--- src/watchdog_pkg.sv ---
// Constants, register map and state layout for the watchdog timer.
// Assumes a single 200 MHz clock; the 32.768 kHz rate is a derived enable.
package watchdog_pkg;

    // ------------------------------------------------------------
    // Timing
    // ------------------------------------------------------------
    localparam int unsigned CLK_HZ      = 200_000_000;
    localparam int unsigned SLOW_HZ     = 32_768;
    // Cycles per slow tick, rounded down
    localparam int unsigned TICK_CYCLES = CLK_HZ / SLOW_HZ;
    localparam logic [1:0]  SYNC_LAST   = 2'h3;

    // ------------------------------------------------------------
    // Register map (byte offsets)
    // ------------------------------------------------------------
    localparam int          ADDR_W       = 8;
    localparam logic [7:0]  OFS_FLAGS    = 8'h00;
    localparam logic [7:0]  OFS_ENABLES  = 8'h04;
    localparam logic [7:0]  OFS_ACK      = 8'h08;
    localparam logic [7:0]  OFS_TRIGGER  = 8'h0c;
    localparam logic [7:0]  OFS_CODE     = 8'h10;
    localparam logic [7:0]  OFS_LIMIT    = 8'h14;
    localparam logic [7:0]  OFS_COUNT    = 8'h18;

    // ------------------------------------------------------------
    // Fields and values
    // ------------------------------------------------------------
    localparam int          EV_EARLY     = 0;
    localparam int          EV_WRAP      = 1;
    localparam int          TRG_ZERO     = 0;
    localparam int          TRG_KICK     = 1;
    localparam int          TRG_LIMIT    = 2;
    localparam int          TRG_NEARWRAP = 3;
    localparam int          TRG_ENABLE   = 4;
    localparam int          NUM_TRG      = 5;
    localparam logic [31:0] EARLY_LEAD   = 32'h0000_0010;
    localparam logic [31:0] NEAR_PRESET  = 32'hffff_ffe0;
    localparam logic [31:0] WRAP_POINT   = 32'hffff_fff0;
    localparam logic [6:0]  CODE_RESET   = 7'h00;
    localparam logic [31:0] LIMIT_RESET  = 32'h0000_0000;
    localparam logic [1:0]  FLAGS_RESET  = 2'h0;
    localparam logic [1:0]  RESP_OKAY    = 2'h0;
    localparam logic [1:0]  RESP_SLVERR  = 2'h2;

    typedef struct packed {
        logic [15:0]               div;
        logic                      tick;
        logic [NUM_TRG-1:0][1:0]   stage;
        logic [6:0]                code_bus;
        logic [31:0]               limit_bus;
        logic                      wd_on;
        logic [31:0]               limit_act;
        logic [31:0]               count;
        logic [1:0]                flags;
        logic [1:0]                enables;
        logic                      nmi;
        logic                      wrap_irq;
        logic                      rst_req;
        logic                      aw_have;
        logic [ADDR_W-1:0]         aw_addr;
        logic                      w_have;
        logic [31:0]               wdata;
        logic [3:0]                wstrb;
        logic                      awready;
        logic                      wready;
        logic                      bvalid;
        logic [1:0]                bresp;
        logic                      arready;
        logic                      rvalid;
        logic [31:0]               rdata;
        logic [1:0]                rresp;
    } wd_state_s;

endpackage : watchdog_pkg

--- src/watchdog_timer.sv ---
// Watchdog timer with AXI4-Lite register bank.
// Assumes one clock; the slow 32.768 kHz rate is a one-cycle tick enable.
// The reset request output must be routed to the chip reset controller.
//
// Operation
// - 32-bit counter increments each slow tick while enabled
// - Count reaching limit minus 16 raises early warning, delivered as NMI
// - Count reaching the limit raises a watchdog reset request
// - Reset request is a system reset source for the entire chip
// - Enable code zero enables; any value 1 to 127 disables
// - Trigger bit 4 loads enable code after three slow ticks
// - Trigger bit 2 loads limit value after three slow ticks
// - Trigger bit 1 services the watchdog, restarting the counter
// - Trigger bit 0 clears the counter; writing zero does nothing
// - Trigger bit 3 presets counter to ffffffe0 for quick wrap test
// - Wrap flag at fffffff0, early flag at limit minus 16; both reset zero
// - Each event reaches the processor only when its enable bit is set
// - Writing one to an acknowledge bit clears that flag
//
// The AXI4-Lite interface to the registers was chosen for this implementation.
`timescale 1ns/100ps
`default_nettype none

module watchdog_timer
    import watchdog_pkg::*;
#(
    parameter int unsigned TICK_DIV = TICK_CYCLES
)(
    input  wire logic              clk,           // 200 MHz clock
    input  wire logic              rst,           // Async reset, active high
    input  wire logic [ADDR_W-1:0] s_axi_awaddr,  // Write address
    input  wire logic              s_axi_awvalid, // Write address valid
    output logic                   s_axi_awready, // Write address ready
    input  wire logic [31:0]       s_axi_wdata,   // Write data
    input  wire logic [3:0]        s_axi_wstrb,   // Write byte strobes
    input  wire logic              s_axi_wvalid,  // Write data valid
    output logic                   s_axi_wready,  // Write data ready
    output logic [1:0]             s_axi_bresp,   // Write response
    output logic                   s_axi_bvalid,  // Write response valid
    input  wire logic              s_axi_bready,  // Write response ready
    input  wire logic [ADDR_W-1:0] s_axi_araddr,  // Read address
    input  wire logic              s_axi_arvalid, // Read address valid
    output logic                   s_axi_arready, // Read address ready
    output logic [31:0]            s_axi_rdata,   // Read data
    output logic [1:0]             s_axi_rresp,   // Read response
    output logic                   s_axi_rvalid,  // Read data valid
    input  wire logic              s_axi_rready,  // Read data ready
    output logic                   wd_nmi,        // Early warning NMI
    output logic                   wd_wrap_irq,   // Wrap event interrupt
    output logic                   wd_reset_req   // Whole chip reset request
);

    // ------------------------------------------------------------
    // Parameter check
    // ------------------------------------------------------------
    if (TICK_DIV < 2 || TICK_DIV > 65536) begin : g_bad_div
        $error("TICK_DIV out of range");
    end

    localparam logic [15:0] DIV_LAST = 16'(TICK_DIV - 1);

    wd_state_s            st;
    wd_state_s            n;
    logic                 wr_do;
    logic [NUM_TRG-1:0]   trig;
    logic [NUM_TRG-1:0]   apply;
    logic [1:0]           ack;
    logic [1:0]           set_ev;
    logic                 inc;
    logic [7:0]           lane0;

    function automatic logic [31:0] merge(input logic [31:0] old_v,
                                          input logic [31:0] new_v,
                                          input logic [3:0]  strb);
        logic [31:0] r;
        r = old_v;
        for (int b = 0; b < 4; b++)
        begin
            if (strb[b])
            begin
                r[8*b +: 8] = new_v[8*b +: 8];
            end
        end
        return r;
    endfunction : merge

    // ------------------------------------------------------------
    // Next state
    // ------------------------------------------------------------
    always_comb
    begin
        n      = st;
        n.tick = 1'b0;
        trig   = '0;
        ack    = '0;
        set_ev = '0;
        inc    = 1'b0;
        apply  = '0;
        lane0  = '0;

        // Slow tick divider
        if (st.div == DIV_LAST)
        begin
            n.div  = '0;
            n.tick = 1'b1;
        end
        else
        begin
            n.div = st.div + 16'h0001;
        end

        // Write address and data taken in either order
        if (s_axi_awvalid && st.awready)
        begin
            n.aw_have = 1'b1;
            n.aw_addr = s_axi_awaddr;
        end
        if (s_axi_wvalid && st.wready)
        begin
            n.w_have = 1'b1;
            n.wdata  = s_axi_wdata;
            n.wstrb  = s_axi_wstrb;
        end
        if (st.bvalid && s_axi_bready)
        begin
            n.bvalid = 1'b0;
        end
        wr_do = n.aw_have && n.w_have && !st.bvalid;
        if (wr_do)
        begin
            n.aw_have = 1'b0;
            n.w_have  = 1'b0;
            n.bvalid  = 1'b1;
            n.bresp   = RESP_OKAY;
            lane0     = n.wdata[7:0] & {8{n.wstrb[0]}};
            case (n.aw_addr[7:2])
                OFS_ENABLES[7:2]: n.enables   = lane0[1:0];
                OFS_ACK[7:2]:     ack         = lane0[1:0];
                OFS_TRIGGER[7:2]: trig        = lane0[NUM_TRG-1:0];
                OFS_CODE[7:2]:    n.code_bus  = lane0[6:0];
                OFS_LIMIT[7:2]:   n.limit_bus = merge(st.limit_bus, n.wdata, n.wstrb);
                OFS_FLAGS[7:2], OFS_COUNT[7:2]: n.bresp = RESP_OKAY;
                default:          n.bresp     = RESP_SLVERR;
            endcase
        end
        n.awready = !n.aw_have && !n.bvalid;
        n.wready  = !n.w_have && !n.bvalid;

        // Read channel, one outstanding
        if (st.rvalid && s_axi_rready)
        begin
            n.rvalid = 1'b0;
        end
        if (s_axi_arvalid && st.arready)
        begin
            n.rvalid = 1'b1;
            n.rresp  = RESP_OKAY;
            n.rdata  = '0;
            case (s_axi_araddr[7:2])
                OFS_FLAGS[7:2]:   n.rdata[1:0] = st.flags;
                OFS_ENABLES[7:2]: n.rdata[1:0] = st.enables;
                OFS_ACK[7:2], OFS_TRIGGER[7:2]: n.rdata = '0;
                OFS_CODE[7:2]:    n.rdata[6:0] = st.code_bus;
                OFS_LIMIT[7:2]:   n.rdata      = st.limit_bus;
                OFS_COUNT[7:2]:   n.rdata      = st.count;
                default:          n.rresp      = RESP_SLVERR;
            endcase
        end
        n.arready = !n.rvalid;

        for (int i = 0; i < NUM_TRG; i++)
        begin
            apply[i] = st.tick && (st.stage[i] == SYNC_LAST);
            if (trig[i])
            begin
                n.stage[i] = 2'h1;
            end
            else if (st.tick && st.stage[i] != 2'h0)
            begin
                n.stage[i] = apply[i] ? 2'h0 : st.stage[i] + 2'h1;
            end
        end

        if (apply[TRG_ENABLE])
        begin
            n.wd_on = (st.code_bus == 7'h00);
        end
        if (apply[TRG_LIMIT])
        begin
            n.limit_act = st.limit_bus;
        end

        if (apply[TRG_ZERO] || apply[TRG_KICK])
        begin
            n.count = '0;
        end
        else if (apply[TRG_NEARWRAP])
        begin
            n.count = NEAR_PRESET;
        end
        else if (st.tick && st.wd_on)
        begin
            n.count = st.count + 32'h0000_0001;
            inc     = 1'b1;
        end

        if (inc && n.count == st.limit_act - EARLY_LEAD)
        begin
            set_ev[EV_EARLY] = 1'b1;
        end
        if (inc && n.count == WRAP_POINT)
        begin
            set_ev[EV_WRAP] = 1'b1;
        end

        if (st.tick)
        begin
            n.rst_req = 1'b0;
        end
        if (inc && n.count == st.limit_act)
        begin
            n.rst_req = 1'b1;
        end

        n.flags = (st.flags & ~ack) | set_ev;

        n.nmi      = st.flags[EV_EARLY] & st.enables[EV_EARLY];
        n.wrap_irq = st.flags[EV_WRAP] & st.enables[EV_WRAP];
    end

    // ------------------------------------------------------------
    // State register
    // ------------------------------------------------------------
    always_ff @(posedge clk or posedge rst)
    begin
        if (rst)
        begin
            st           <= '0;
            st.code_bus  <= CODE_RESET;
            st.limit_bus <= LIMIT_RESET;
            st.limit_act <= LIMIT_RESET;
            st.flags     <= FLAGS_RESET;
            st.awready   <= 1'b1;
            st.wready    <= 1'b1;
            st.arready   <= 1'b1;
        end
        else
        begin
            st <= n;
        end
    end

    assign s_axi_awready = st.awready;
    assign s_axi_wready  = st.wready;
    assign s_axi_bvalid  = st.bvalid;
    assign s_axi_bresp   = st.bresp;
    assign s_axi_arready = st.arready;
    assign s_axi_rvalid  = st.rvalid;
    assign s_axi_rdata   = st.rdata;
    assign s_axi_rresp   = st.rresp;
    assign wd_nmi        = st.nmi;
    assign wd_wrap_irq   = st.wrap_irq;
    assign wd_reset_req  = st.rst_req;

    logic quiet;
    assign quiet = !(st.tick && (st.stage[TRG_ZERO] == SYNC_LAST
                   || st.stage[TRG_KICK] == SYNC_LAST
                   || st.stage[TRG_NEARWRAP] == SYNC_LAST));
endmodule : watchdog_timer

`default_nettype wire

--- config.mk ---
export PLATFORM = sky130hd
export DESIGN_NAME = watchdog_timer
export DESIGN_NICKNAME = d
export VERILOG_FILES = /design/src/watchdog_pkg.sv /design/src/watchdog_timer.sv
export SDC_FILE = /design/constraint.sdc
export NUM_CORES = 1
export LEC_CHECK = 0
export ABC_CLOCK_PERIOD_IN_PS = 7000
export BUFFER_PORTS_ARGS = -buffer_cell sky130_fd_sc_hd__buf_2
export CAP_MARGIN = 20
export CORE_UTILIZATION = 47
export DETAILED_ROUTE_END_ITERATION = 10
export HOLD_SLACK_MARGIN = 0.05
export PLACE_DENSITY = 0.68
export SLEW_MARGIN = 20
export SYNTH_ARGS = -nofsm -noshare
export SYNTH_HDL_FRONTEND = slang
export SYNTH_SLANG_ARGS = --single-unit
--- constraint.sdc ---
create_clock -name clk -period 7 [get_ports clk]
set_clock_uncertainty 0.15 [all_clocks]
set_input_delay 1.05 -clock clk [delete_from_list [all_inputs] [get_ports clk]]
set_output_delay 1.05 -clock clk [all_outputs]
set_load 0.01 [all_outputs]
# Word level (Yosys, flattened, before mapping)
# Cells that the tools add are included.
dict set report word_totals {
  in_bits 59
  regBits 225
  wordCells 164
  output_inout_bits 44
}
dict set report classes {
  bitwise 6
  n_reduce_logical 51
  add_sub_neg 8
  mux 44
  n_eq_ne 21
}
# cell n
set op_table {}
lappend op_table {{$mux 32} 3}
lappend op_table {{$eq 32x32->1} 2}
lappend op_table {{$pmux 25 s2} 1}
lappend op_table {{$mux 2} 19}
lappend op_table {{$mux 37} 1}
lappend op_table {{$eq 6x3->1 const B} 6}
lappend op_table {{$mux 35} 1}
lappend op_table {{$add 32x1->32 const B} 1}
lappend op_table {{$eq 32x32->1 const B} 1}
lappend op_table {{$sub 32x5->32 const B} 1}
lappend op_table {{$eq 6x2->1 const B} 4}
lappend op_table {{$logic_and 1x1->1} 23}
lappend op_table {{$reduce_bool 2->1} 11}
lappend op_table {{$add 16x1->16 const B} 1}
lappend op_table {{$eq 16x13->1 const B} 1}
lappend op_table {{$mux 16} 1}
lappend op_table {{$pmux 5 s3} 1}
lappend op_table {{$reduce_or 7->1} 2}
lappend op_table {{$eq 6x1->1 const B} 2}
lappend op_table {{$logic_not 6->1} 2}
lappend op_table {{$mux 1} 12}
lappend op_table {{$reduce_and 3->1} 4}
lappend op_table {{$add 2x1->2 const B} 5}
lappend op_table {{$eq 2x2->1 const B} 5}
lappend op_table {{13 further kinds} 20}

# Depth between registers and ports, before layout
# Gate-level depths: netlist (run 1).
dict set report depth {
  depth_word 8
  mapped_depth 14
  ltp_nobuf 10
}

# Least setup slack after synthesis (run 1)
# Ideal clock, no wire load.
dict set report synth_path {
  path_type {register to register}
  from {reg st[200] (netlist bit)}
  to {reg st[92] (netlist bit)}
  period_less_slack_ps 3285
  n_path_buf 0
  t_arrival_ps 3044
  path_stages_with_launch 11
  required_ps 6758
  setup_time_ps 92
  setup_slack_ps 3715
  cell_sequence {dfrtp_1 > ha_1 > o31a_1 > a2111oi_0 > xnor2_1 > o21ai_0 > nor4bb_1 > o2111a_1 > o2111ai_1 > or4_1 > o31ai_2}
}
# element line_no
set synth_rtl {}
lappend synth_rtl {{start, declared} watchdog_timer.sv:62} ;# wd_state_s st;
lappend synth_rtl {{start signal, assigned} watchdog_timer.sv:249} ;# st <= n;

==> results.tsv, run 1 <==
stage	metric	value	unit
synthesis	post-synth cell types	82	
placed_design	GP Congestion	0.9530	
clock_network	H-tree lvl count	1	
worst_setup_path	reg2reg end	wd_reset_req	
cells_and_area	synth-to-layout area growth	10.69	%
synthesis	largest cells by area after synthesis	dfrtp_1 (46%), mux2_2 (9.9%), xnor2_1 (3.2%)	
clock_network	CTS Sinks	221	
clock_network	clock root buffer	clkbuf_16	
floorplan	Starting Density	48.49	%
worst_hold_path	Min-Delay Path Class	reg2reg	
routing	met3 wire length	1.240	mm
routing	top sig layer	met4	
synthesis	Yosys reg bits	221	
worst_setup_path	crit path from	st[208]	
cells_and_area	fin cells	1548	
synthesis	cell with the most instances after synthesis	dfrtp_1	
clock_network	CTS max path bufs	3	
cells_and_area	Top reg by flops	st	
synthesis	Synth Cell Area	0.01193	mm2
routing	DRT met1 WL	13.69	mm
cells_and_area	antenna fix cells	0	
placed_design	Post-Place Cells	1504	
power	Switching Fraction	27.18	%
clock_network	Post-CTS Setup Inserts	0	
sta	RSZ-0062 raised after global routing	false	
routing	initial DRC count	739	
synthesis	sequential-to-total area share from yosys stat	46.39	%
clock_network	clk_lat worst skew	0.53	ns
worst_setup_path	WP data required	7.28	ns
routing	Routed WL per cell	19.11	um
sta	max-slew violations	0	
power	Clk pwr share	36.1	%
global_routing	global route total overflow	0	
floorplan	DIE AREA	0.02602	mm2
placed_design	Buffers on Ports	96	
synthesis	most frequent cells after synthesis	dfrtp_1 (218), mux2_2 (105), nand2_1 (100), nor2_1 (75), o21ai_0 (60)	
floorplan	Core Area	0.02460	mm2
placed_design	post-detail-place hpwl	20.83	mm
clock_network	CTS buffer count	24	
worst_setup_path	CP Data Arrival Time	4.69	ns
sta	final setup vio count	0	
synthesis	Syn. warnings	0	
power	pwr/cell area	265.6	mW/mm2
routing	1st-pass router iterations	7	
power	Worst VDD drop	0.1945	mV
run	# Max-Cap Violations	0	
cells_and_area	layout cells sized above 1	23.12	%
floorplan	Die W	161.3	um
routing	drt total wl	29.58	mm
global_routing	initial antenna violation count	0	
floorplan	I/O pins	103	
synthesis	most used flip-flop cell after synthesis	dfrtp_1	
synthesis	leading area contributor after synthesis	dfrtp_1	
status	outcome	complete, no violations	
routing	met2 routed WL	13.87	mm
routing	Vias/cell	5.849	
floorplan	DIE HEIGHT	161.3	um
clock_network	CTS tree	done	
global_routing	global-route wire length before repair	47.81	mm
power	sequential share of power	47.3	%
cells_and_area	max reg flops	179	
global_routing	number of global-route vias before repair	8931	
sta	Hold Violations, Final	0	
cells_and_area	post-route cell area	0.01321	mm2
synthesis	Mean Syn Cell Area	10.19	um2
routing	Vias	9054	
cells_and_area	Final Net Count	1279	
power	Internal Power	2555	uW
sta	Fin Setup TNS	0	ns
worst_setup_path	Critical R2R Launch	st[208]	
floorplan	row count	57	
clock_network	Clock Pin Slew Worst Setup and Hold Paths	0.07	ns
synthesis	number of flops mapped to enable cells by yosys	0	
worst_setup_path	critical path capture point type	flop	
sta	Fmax	0.2268	GHz
sta	Slew HR	25.73	%
worst_setup_path	crit path to	wd_reset_req	
synthesis	FFs w/ async S/R, synth	100.0	%
global_routing	Total Routing Usage GR	23.09	%
synthesis	top-area cell type share of the netlist area	45.73	%
sta	final clock period utilization by the worst path	62.99	%
worst_setup_path	r2r setup slk	2.59	ns
placed_design	placed inst area	0.01241	mm2
worst_setup_path	FF-to-FF path depth	10	
synthesis	Mapped Cells	1171	
power	Net Switching	953.3	uW
routing	ANT nets after route	0	
routing	DR DRC count	0	
clock_network	Hold-fix buffers, CTS	0	
worst_setup_path	Startpoint Class	flop	
power	Logic pwr share	16.6	%
power	Leakage Power	0.005989	uW
global_routing	largest net degree at the start of global routing	137	
sta	Final Critical Period	4.409	ns
sta	Least-Margin Pin Slew	1.112	ns
clock_network	CTS resizes	0	
worst_setup_path	Crit Path Category	reg2reg	
worst_setup_path	Max Fanout on Critical Path	26	
==> metrics by stage <==
step	hold WS, ns	power, uW	setup slack, ns	util [%]
3_5_place_dp	0.2676	2272	2.528	50.44
5_1_grt	0.3214	3691	2.367	53.67
4_1_cts	0.2811	3551	2.679	53.67
3_3_place_gp	0.2727	2241	2.550	50.44
2_1_floorplan	0.2458	2094	2.920	-
6_report	0.2847	3508	2.591	53.67
==> kinds of logic after synthesis <==
kind of cell             synth area share, %
AND/OR/NAND/NOR                        17.27
XOR/XNOR                               5.328
flip-flops                             46.39
other                                0.03143
AO/OA/AOI/OAI                          12.34
buffers and inverters                  5.412
adder cells (fa/ha/maj)                1.468
multiplexers                           11.76
==> worst max-delay path: stages, from the launching register on <==
cell	delay [ns]
dfrtp_1	0.32
buf_4	0.33
nand2_1	0.40
or4_1	0.88
or3_1	0.46
a31oi_1	0.27
xnor2_1	0.28
nand4_1	0.17
nor4_1	0.66
nand3_1	0.14
o32ai_1	0.25
==> layout by cell type (no fill, tap or decap), types with 27 or more instances in the layout <==
master and count:
mux2_2 105, o21ai_0 60, xnor2_1 43, nand2_1 98
dfrtp_1 218, buf_2 96, xor2_1 27, a21oi_1 27
inv_1 31, nor2_1 74, nand4_1 28, nor3_1 37
nand3_1 34
==> power groups by stage <==
stage,combinational [uW],clock (uW),sequential [uW]
after floorplan,442,0,1650
after global placement,569,0,1670
after detailed placement,589,0,1680
after CTS,591,1300,1660
after global routing,655,1340,1690
final,581,1270,1660
==> final cells by class <==
cell class	instances	area, um2
inverter	33	127.6
clock inverter	10	85.08
fill	2203	11400
multi-input combinational	819	5768
tap	324	405.4
clock buffer	34	709.4
timing repair buffer	107	575.6
sequential	221	5534
==> worst min path at each step <==
stage	to	slack, ns	from	depth (start not counted)
after CTS	s_axi_wready	0.28	st[77]	1
after detailed placement	s_axi_wready	0.27	st[77]	1
after floorplan	s_axi_wready	0.25	st[77]	1
after global routing	s_axi_wready	0.32	st[77]	1
after global placement	s_axi_wready	0.27	st[77]	1
final	s_axi_wready	0.28	st[77]	1
==> routing by layer <==
layer	GRT usage, %	vias up
li1	-	4281
met1	31.90	4487
met2	37.91	235
met3	2.594	51
met4	7.633	0
met5	0	-
(Power assumes the default switching activity.)
==> run 2, diff against run 1 <==
--- a/config.mk
+++ b/config.mk
@@ -5,13 +5,13 @@
 export SDC_FILE = /design/constraint.sdc
 export NUM_CORES = 1
 export LEC_CHECK = 0
-export ABC_CLOCK_PERIOD_IN_PS = 7000
+export ABC_CLOCK_PERIOD_IN_PS = 4200
 export BUFFER_PORTS_ARGS = -buffer_cell sky130_fd_sc_hd__buf_2
 export CAP_MARGIN = 20
 export CORE_UTILIZATION = 47
 export DETAILED_ROUTE_END_ITERATION = 10
 export HOLD_SLACK_MARGIN = 0.05
-export PLACE_DENSITY = 0.68
+export PLACE_DENSITY = 0.65
 export SLEW_MARGIN = 20
 export SYNTH_ARGS = -nofsm -noshare
 export SYNTH_HDL_FRONTEND = slang
==> constraint.sdc (replaced) <==
create_clock -name clk -period 4.2 [get_ports clk]
set_clock_uncertainty 0.15 [all_clocks]
set_input_delay 0.63 -clock clk [delete_from_list [all_inputs] [get_ports clk]]
set_output_delay 0.63 -clock clk [all_outputs]
set_load 0.01 [all_outputs]
==> run 2 against run 1 <==
  * Global-route usage is 0.96 points higher
  * Worst hold slack worse by 0.085 ns
  * First-iteration DRC count is 13% lower
  * Cell count is 2.7% higher
  * Die area stayed put
  * Register-to-register slack worse by 2.3 ns
  * Routed wire length is 4.1% higher
  * Clock-buffer cell count is 2 higher
  * Critical path type unchanged
  * Setup slack worse by 2.3 ns
  * Largest cell class unchanged
==> results.tsv, run 2 (same netlist as run 1, synthesis figures left out) <==
stage	metric	value	unit
sta	RSZ-0062 raised after global routing	false	
power	Final Power	5938	uW
routing	met2 routed WL	14.49	mm
cells_and_area	synth-to-layout area growth	13.72	%
global_routing	global route total overflow	0	
global_routing	initial antenna violation count	0	
routing	DRT met1 WL	13.91	mm
power	Clk pwr share	36.6	%
worst_setup_path	Max Fanout on Critical Path	7	
clock_network	clk_lat worst skew	0.52	ns
cells_and_area	most frequent cells in the layout	dfrtp_1 (218), mux2_2 (105), nand2_1 (98), buf_2 (96), nor2_1 (74)	
worst_setup_path	r2r setup slk	0.32	ns
placed_design	GP Congestion	0.9670	
power	sequential share of power	46.8	%
clock_network	Clock Pin Slew Worst Setup and Hold Paths	0.06	ns
floorplan	DIE AREA	0.02602	mm2
cells_and_area	most common cell after layout, fill and taps aside	dfrtp_1	
cells_and_area	antenna fix cells	0	
power	Switching Fraction	27.26	%
routing	1st-pass router iterations	5	
worst_setup_path	critical path capture point type	flop	
routing	drt total wl	30.80	mm
floorplan	I/O pins	103	
global_routing	number of global-route vias before repair	9208	
power	pwr/cell area	437.7	mW/mm2
sta	Hold Violations, Final	0	
placed_design	Buffers on Ports	96	
worst_setup_path	FF-to-FF path depth	10	
worst_setup_path	Worst path slowest cell	or4_1	
worst_setup_path	Critical R2R Launch	st[103]	
worst_setup_path	most frequent CP cell	or4_1	
worst_setup_path	CP Data Arrival Time	4.12	ns
cells_and_area	Top reg by flops	st	
cells_and_area	Final Net Count	1322	
routing	top sig layer	met4	
worst_hold_path	Min-Delay Path Class	in2reg	
status	outcome	complete, no violations	
routing	Vias	9289	
run	# Max-Cap Violations	0	
worst_setup_path	Crit Path Category	reg2reg	
sta	Fin Setup TNS	0	ns
floorplan	DIE HEIGHT	161.3	um
sta	final clock period utilization by the worst path	92.29	%
worst_setup_path	worst path cell trace	nand4_2 > or4_1 > buf_4 > o21ai_1 > a31oi_4 > xnor2_1 > nor3b_1 > o311ai_1 > or4_1 > o31ai_2	
routing	DR DRC count	0	
global_routing	largest net degree at the start of global routing	98	
floorplan	Core Area	0.02460	mm2
clock_network	H-tree lvl count	1	
routing	Routed WL per cell	19.37	um
power	Worst VDD drop	0.3762	mV
floorplan	row count	57	
power	Leakage Power	0.006216	uW
sta	Final Critical Period	3.876	ns
floorplan	Starting Density	48.49	%
placed_design	post-detail-place hpwl	22.42	mm
clock_network	CTS buffer count	25	
worst_setup_path	Top delay family on crit path	simple AND/OR/NAND/NOR gates	
worst_setup_path	crit path to	st[92]	
worst_setup_path	Buf/Inv on CP	1	
worst_setup_path	Stages on worst setup path	10	
clock_network	CTS Sinks	221	
sta	final setup vio count	0	
power	Internal Power	4319	uW
power	Logic pwr share	16.6	%
clock_network	clock root buffer	clkbuf_16	
worst_setup_path	WP data required	4.45	ns
worst_hold_path	hold path startpoint	s_axi_rready	
placed_design	Post-Place Cells	1545	
routing	Vias/cell	5.842	
power	Net Switching	1618	uW
global_routing	global-route wire length before repair	49.71	mm
worst_setup_path	crit path from	st[103]	
cells_and_area	fin cells	1590	
clock_network	CTS max path bufs	3	
global_routing	Total Routing Usage GR	24.05	%
floorplan	Die W	161.3	um
sta	Slew HR	35.42	%
routing	ANT nets after route	0	
sta	Least-Margin Pin Slew	0.9687	ns
sta	Fmax	0.2580	GHz
clock_network	CTS tree	done	
worst_setup_path	Largest stage delay, worst path	0.70	ns
routing	met3 wire length	1.567	mm
cells_and_area	layout cells sized above 1	25.67	%
routing	initial DRC count	640	
cells_and_area	max reg flops	179	
worst_setup_path	Startpoint Class	flop	
sta	max-slew violations	0	
worst_setup_path	reg2reg end	st[92]	
clock_network	Post-CTS Setup Inserts	0	
[run 2: layout make-up]
type,count,area (um2)
Clock inverter,8,77.57
Timing Repair Buffer,149,905.9
Fill cell,2211,11040
Sequential cell,221,5534
Inverter,33,127.6
Tap cell,324,405.4
Clock buffer,36,747.0
Multi-Input combinational cell,819,5769
[run 2: what timing repair did]
action,CTS,global route
endpoints found under the hold margin,2,0
setup endpoints to repair,0,1
hold buffers,1,0
gates resized for setup,0,1
[run 2: metal layers]
| metal | vias up | GRT usage, % |
|---|---|---|
| met1 | 4592 | 32.80 |
| li1 | 4378 | - |
| met5 | - | 0 |
| met4 | 0 | 7.461 |
| met2 | 266 | 39.38 |
| met3 | 53 | 3.801 |
[run 2: power by group through the flow]
stage	registers, uW	clock network, uW	logic, uW
finish	2780	2170	989
global route	2820	2310	1110
CTS	2780	2230	1010
detailed placement	2810	0	1000
global placement	2790	0	963
floorplan	2750	0	736
[run 2: per-stage QoR]
step           setup slack [ns]  instance area (um2)  utilization [%]  hold slack, ns
3_3_place_gp             0.2528                12730            51.74          0.2659
2_1_floorplan            0.5404                11940                -          0.2458
6_report                 0.3237                13570            55.14          0.1995
4_1_cts                  0.2690                13570            55.13          0.1698
5_1_grt                 0.05427                13570            55.14          0.1869
3_5_place_dp             0.3277                12730            51.74          0.2655
[run 2: worst register-to-register path, delay by kind of cell, from the launching register on]
| family | cells | cell delay (ns) |
|---|---|---|
| simple gates | 4 | 1.77 |
| compound gates | 4 | 0.83 |
| flops | 1 | 0.50 |
| xor+xnor | 1 | 0.26 |
| buf+inv | 1 | 0.23 |
[run 2: how the worst min path moves through the flow]
| stage | endpoint | slack, ns | cells after the start |
|---|---|---|---|
| after global routing | s_axi_rvalid | 0.19 | 2 |
| after global placement | s_axi_wready | 0.27 | 1 |
| final | s_axi_rvalid | 0.20 | 2 |
| after CTS | s_axi_rvalid | 0.17 | 2 |
| after detailed placement | s_axi_wready | 0.27 | 1 |
| after floorplan | s_axi_wready | 0.25 | 1 |
==> run 3, diff against run 2 <==
--- a/config.mk
+++ b/config.mk
@@ -8,10 +8,12 @@
 export ABC_CLOCK_PERIOD_IN_PS = 4200
 export BUFFER_PORTS_ARGS = -buffer_cell sky130_fd_sc_hd__buf_2
 export CAP_MARGIN = 20
+export CORE_ASPECT_RATIO = 2
 export CORE_UTILIZATION = 47
 export DETAILED_ROUTE_END_ITERATION = 10
 export HOLD_SLACK_MARGIN = 0.05
 export PLACE_DENSITY = 0.65
+export REMOVE_ABC_BUFFERS = 1
 export SLEW_MARGIN = 20
 export SYNTH_ARGS = -nofsm -noshare
 export SYNTH_HDL_FRONTEND = slang
==> run 3 against run 2 <==
  * Clock-buffer cell count down 11
  * Maximum frequency fell by 1.7%
  * Final area down 0.38%
  * Die area increased by 0.15%
  * Sequential power barely moved
  * Clock power is 11% lower
  * Combinational power hardly changed
  * Sequential share of layout area rose by 0.15 points
  * Non-clock buffer count grew 11
  * Register-to-register slack worse by 0.07 ns
  * Largest cell class unchanged
==> results.tsv, run 3 (same netlist as run 1, synthesis figures left out) <==
stage	metric	value	unit
cells_and_area	Top reg by flops	st	
cells_and_area	most frequent cells in the layout	dfrtp_1 (218), mux2_2 (105), nand2_1 (98), buf_2 (96), nor2_1 (74)	
sta	Fmax	0.2536	GHz
sta	final setup vio count	0	
clock_network	CTS Sinks	221	
cells_and_area	fin cells	1604	
routing	ANT nets after route	0	
global_routing	global route total overflow	0	
clock_network	CTS tree	done	
global_routing	GR Util met1	26.03	%
status	outcome	complete, no violations	
sta	final clock period utilization by the worst path	93.89	%
sta	Fin Setup TNS	0	ns
sta	Final Critical Period	3.943	ns
worst_setup_path	Stages on worst setup path	9	
worst_setup_path	reg2reg end	st[92]	
sta	Slew HR	31.46	%
routing	Routed WL per cell	21.86	um
worst_hold_path	Min-Delay Path Class	in2async	
clock_network	clk_lat worst skew	0.52	ns
cells_and_area	antenna fix cells	0	
routing	DR DRC count	0	
power	pwr/cell area	422.8	mW/mm2
placed_design	placed inst area	0.01283	mm2
routing	drt total wl	35.06	mm
global_routing	met3 Use GR	3.142	%
floorplan	DIE AREA	0.02606	mm2
cells_and_area	post-route cell area	0.01352	mm2
global_routing	global-route wire length before repair	54.17	mm
clock_network	Clock Pin Slew Worst Setup and Hold Paths	0.07	ns
floorplan	Die W	114.7	um
global_routing	initial antenna violation count	0	
cells_and_area	Final Net Count	1329	
clock_network	Post-CTS Setup Inserts	0	
placed_design	GP Congestion	0.9623	
clock_network	clock root buffer	clkbuf_16	
routing	1st-pass router iterations	6	
placed_design	Post-Place Cells	1569	
worst_setup_path	Top delay family on crit path	compound AO/OA/AOI/OAI gates	
routing	Vias	9439	
sta	Least-Margin Pin Slew	1.028	ns
clock_network	CTS buffer count	21	
cells_and_area	most common cell after layout, fill and taps aside	dfrtp_1	
clock_network	CTS max path bufs	3	
global_routing	largest net degree at the start of global routing	106	
worst_setup_path	r2r setup slk	0.26	ns
worst_setup_path	Startpoint Class	flop	
routing	initial DRC count	396	
worst_setup_path	FF-to-FF path depth	9	
power	Leakage Power	0.006190	uW
worst_setup_path	Buf/Inv on CP	0	
worst_setup_path	Worst path slowest cell	o21ai_2	
floorplan	Starting Density	47.66	%
placed_design	post-detail-place hpwl	26.71	mm
worst_setup_path	Max Fanout on Critical Path	18	
floorplan	I/O pins	103	
worst_setup_path	CP Data Arrival Time	4.22	ns
worst_setup_path	Critical R2R Launch	st[200]	
sta	Hold Violations, Final	0	
power	Worst VDD drop	0.3043	mV
clock_network	H-tree lvl count	1	
floorplan	row count	82	
worst_setup_path	worst path cell trace	ha_1 > o21ai_2 > o211ai_1 > xnor2_1 > nand2_1 > o22ai_1 > o311ai_1 > or4_1 > o31ai_2	
clock_network	CTS resizes	0	
global_routing	number of global-route vias before repair	9720	
global_routing	Top Usage Layer GRT	met2	
global_routing	grt met2 use	54.02	%
sta	max-slew violations	0	
worst_setup_path	Crit Path Category	reg2reg	
cells_and_area	max reg flops	179	
floorplan	DIE HEIGHT	227.3	um
run	# Max-Cap Violations	0	
placed_design	Buffers on Ports	96	
routing	Vias/cell	5.885	
cells_and_area	layout cells sized above 1	26.03	%
global_routing	Total Routing Usage GR	28.05	%
worst_setup_path	critical path capture point type	flop	
floorplan	Core Area	0.02503	mm2
clock_network	Hold-fix buffers, CTS	0	
sta	RSZ-0062 raised after global routing	false	
cells_and_area	synth-to-layout area growth	13.29	%
worst_setup_path	WP data required	4.48	ns
worst_setup_path	Largest stage delay, worst path	0.83	ns
run 3: changes by cell type in the layout (fill, tap and decap cells not counted), moves of 2 or more:
cell	before	now
buf_4	50	63
clkbuf_16	25	21
clkbuf_8	8	2
clkinv_2	3	0
clkinvlp_4	3	5
run 3: worst max path at each step:
stage	from	endpoint
floorplan	rst	s_axi_bresp[1]
global placement	st[131]	st[92]
detailed placement	st[131]	st[92]
CTS	st[131]	st[92]
global route	st[94]	st[92]
finish	st[200]	st[92]
run 3: layout make-up:
cell class,count,area (um2)
Clock buffer,25,560.5
Clock inverter,10,123.9
Fill cell,2360,11520
Inverter,33,131.4
Multi-Input combinational cell,819,5772
Sequential cell,221,5534
Tap cell,336,420.4
Timing Repair Buffer,160,973.4
run 3: through the flow:
step | hold WS, ns | util (%) | worst slack (ns) | total power [uW]
floorplan | 0.2458 | - | -2.624 | 3468
global placement | 0.2664 | 51.25 | 0.4068 | 3777
detailed placement | 0.2627 | 51.25 | 0.3438 | 3829
CTS | 0.1228 | 53.99 | 0.3449 | 5777
global route | 0.1406 | 53.99 | 0.1442 | 6003
finish | 0.07042 | 53.99 | 0.2567 | 5714
run 3: where the power goes:
group / leakage (uW) / internal [uW] / total, uW / switching [uW]
combinational: 0.00296 / 472 / 1010 / 533
clock: 0.000317 / 1080 / 1930 / 850
sequential: 0.00291 / 2550 / 2780 / 221
run 3: worst reg2reg max path, delay by kind of cell, from the launching register on:
kind | cells | cell delay, ns
AOI/OAI and AO/OA | 5 | 1.74
xor gates and xnor gates | 1 | 0.57
adders and majority gates | 1 | 0.28
DFF | 1 | 0.41
and+or+nand+nor | 2 | 0.72
run 3: metal layers:
layer,vias to the layer above,share of wire [%]
li1,4378,-
met1,4657,33
met2,260,55
met3,144,3.1
met4,0,8.7
met5,-,0
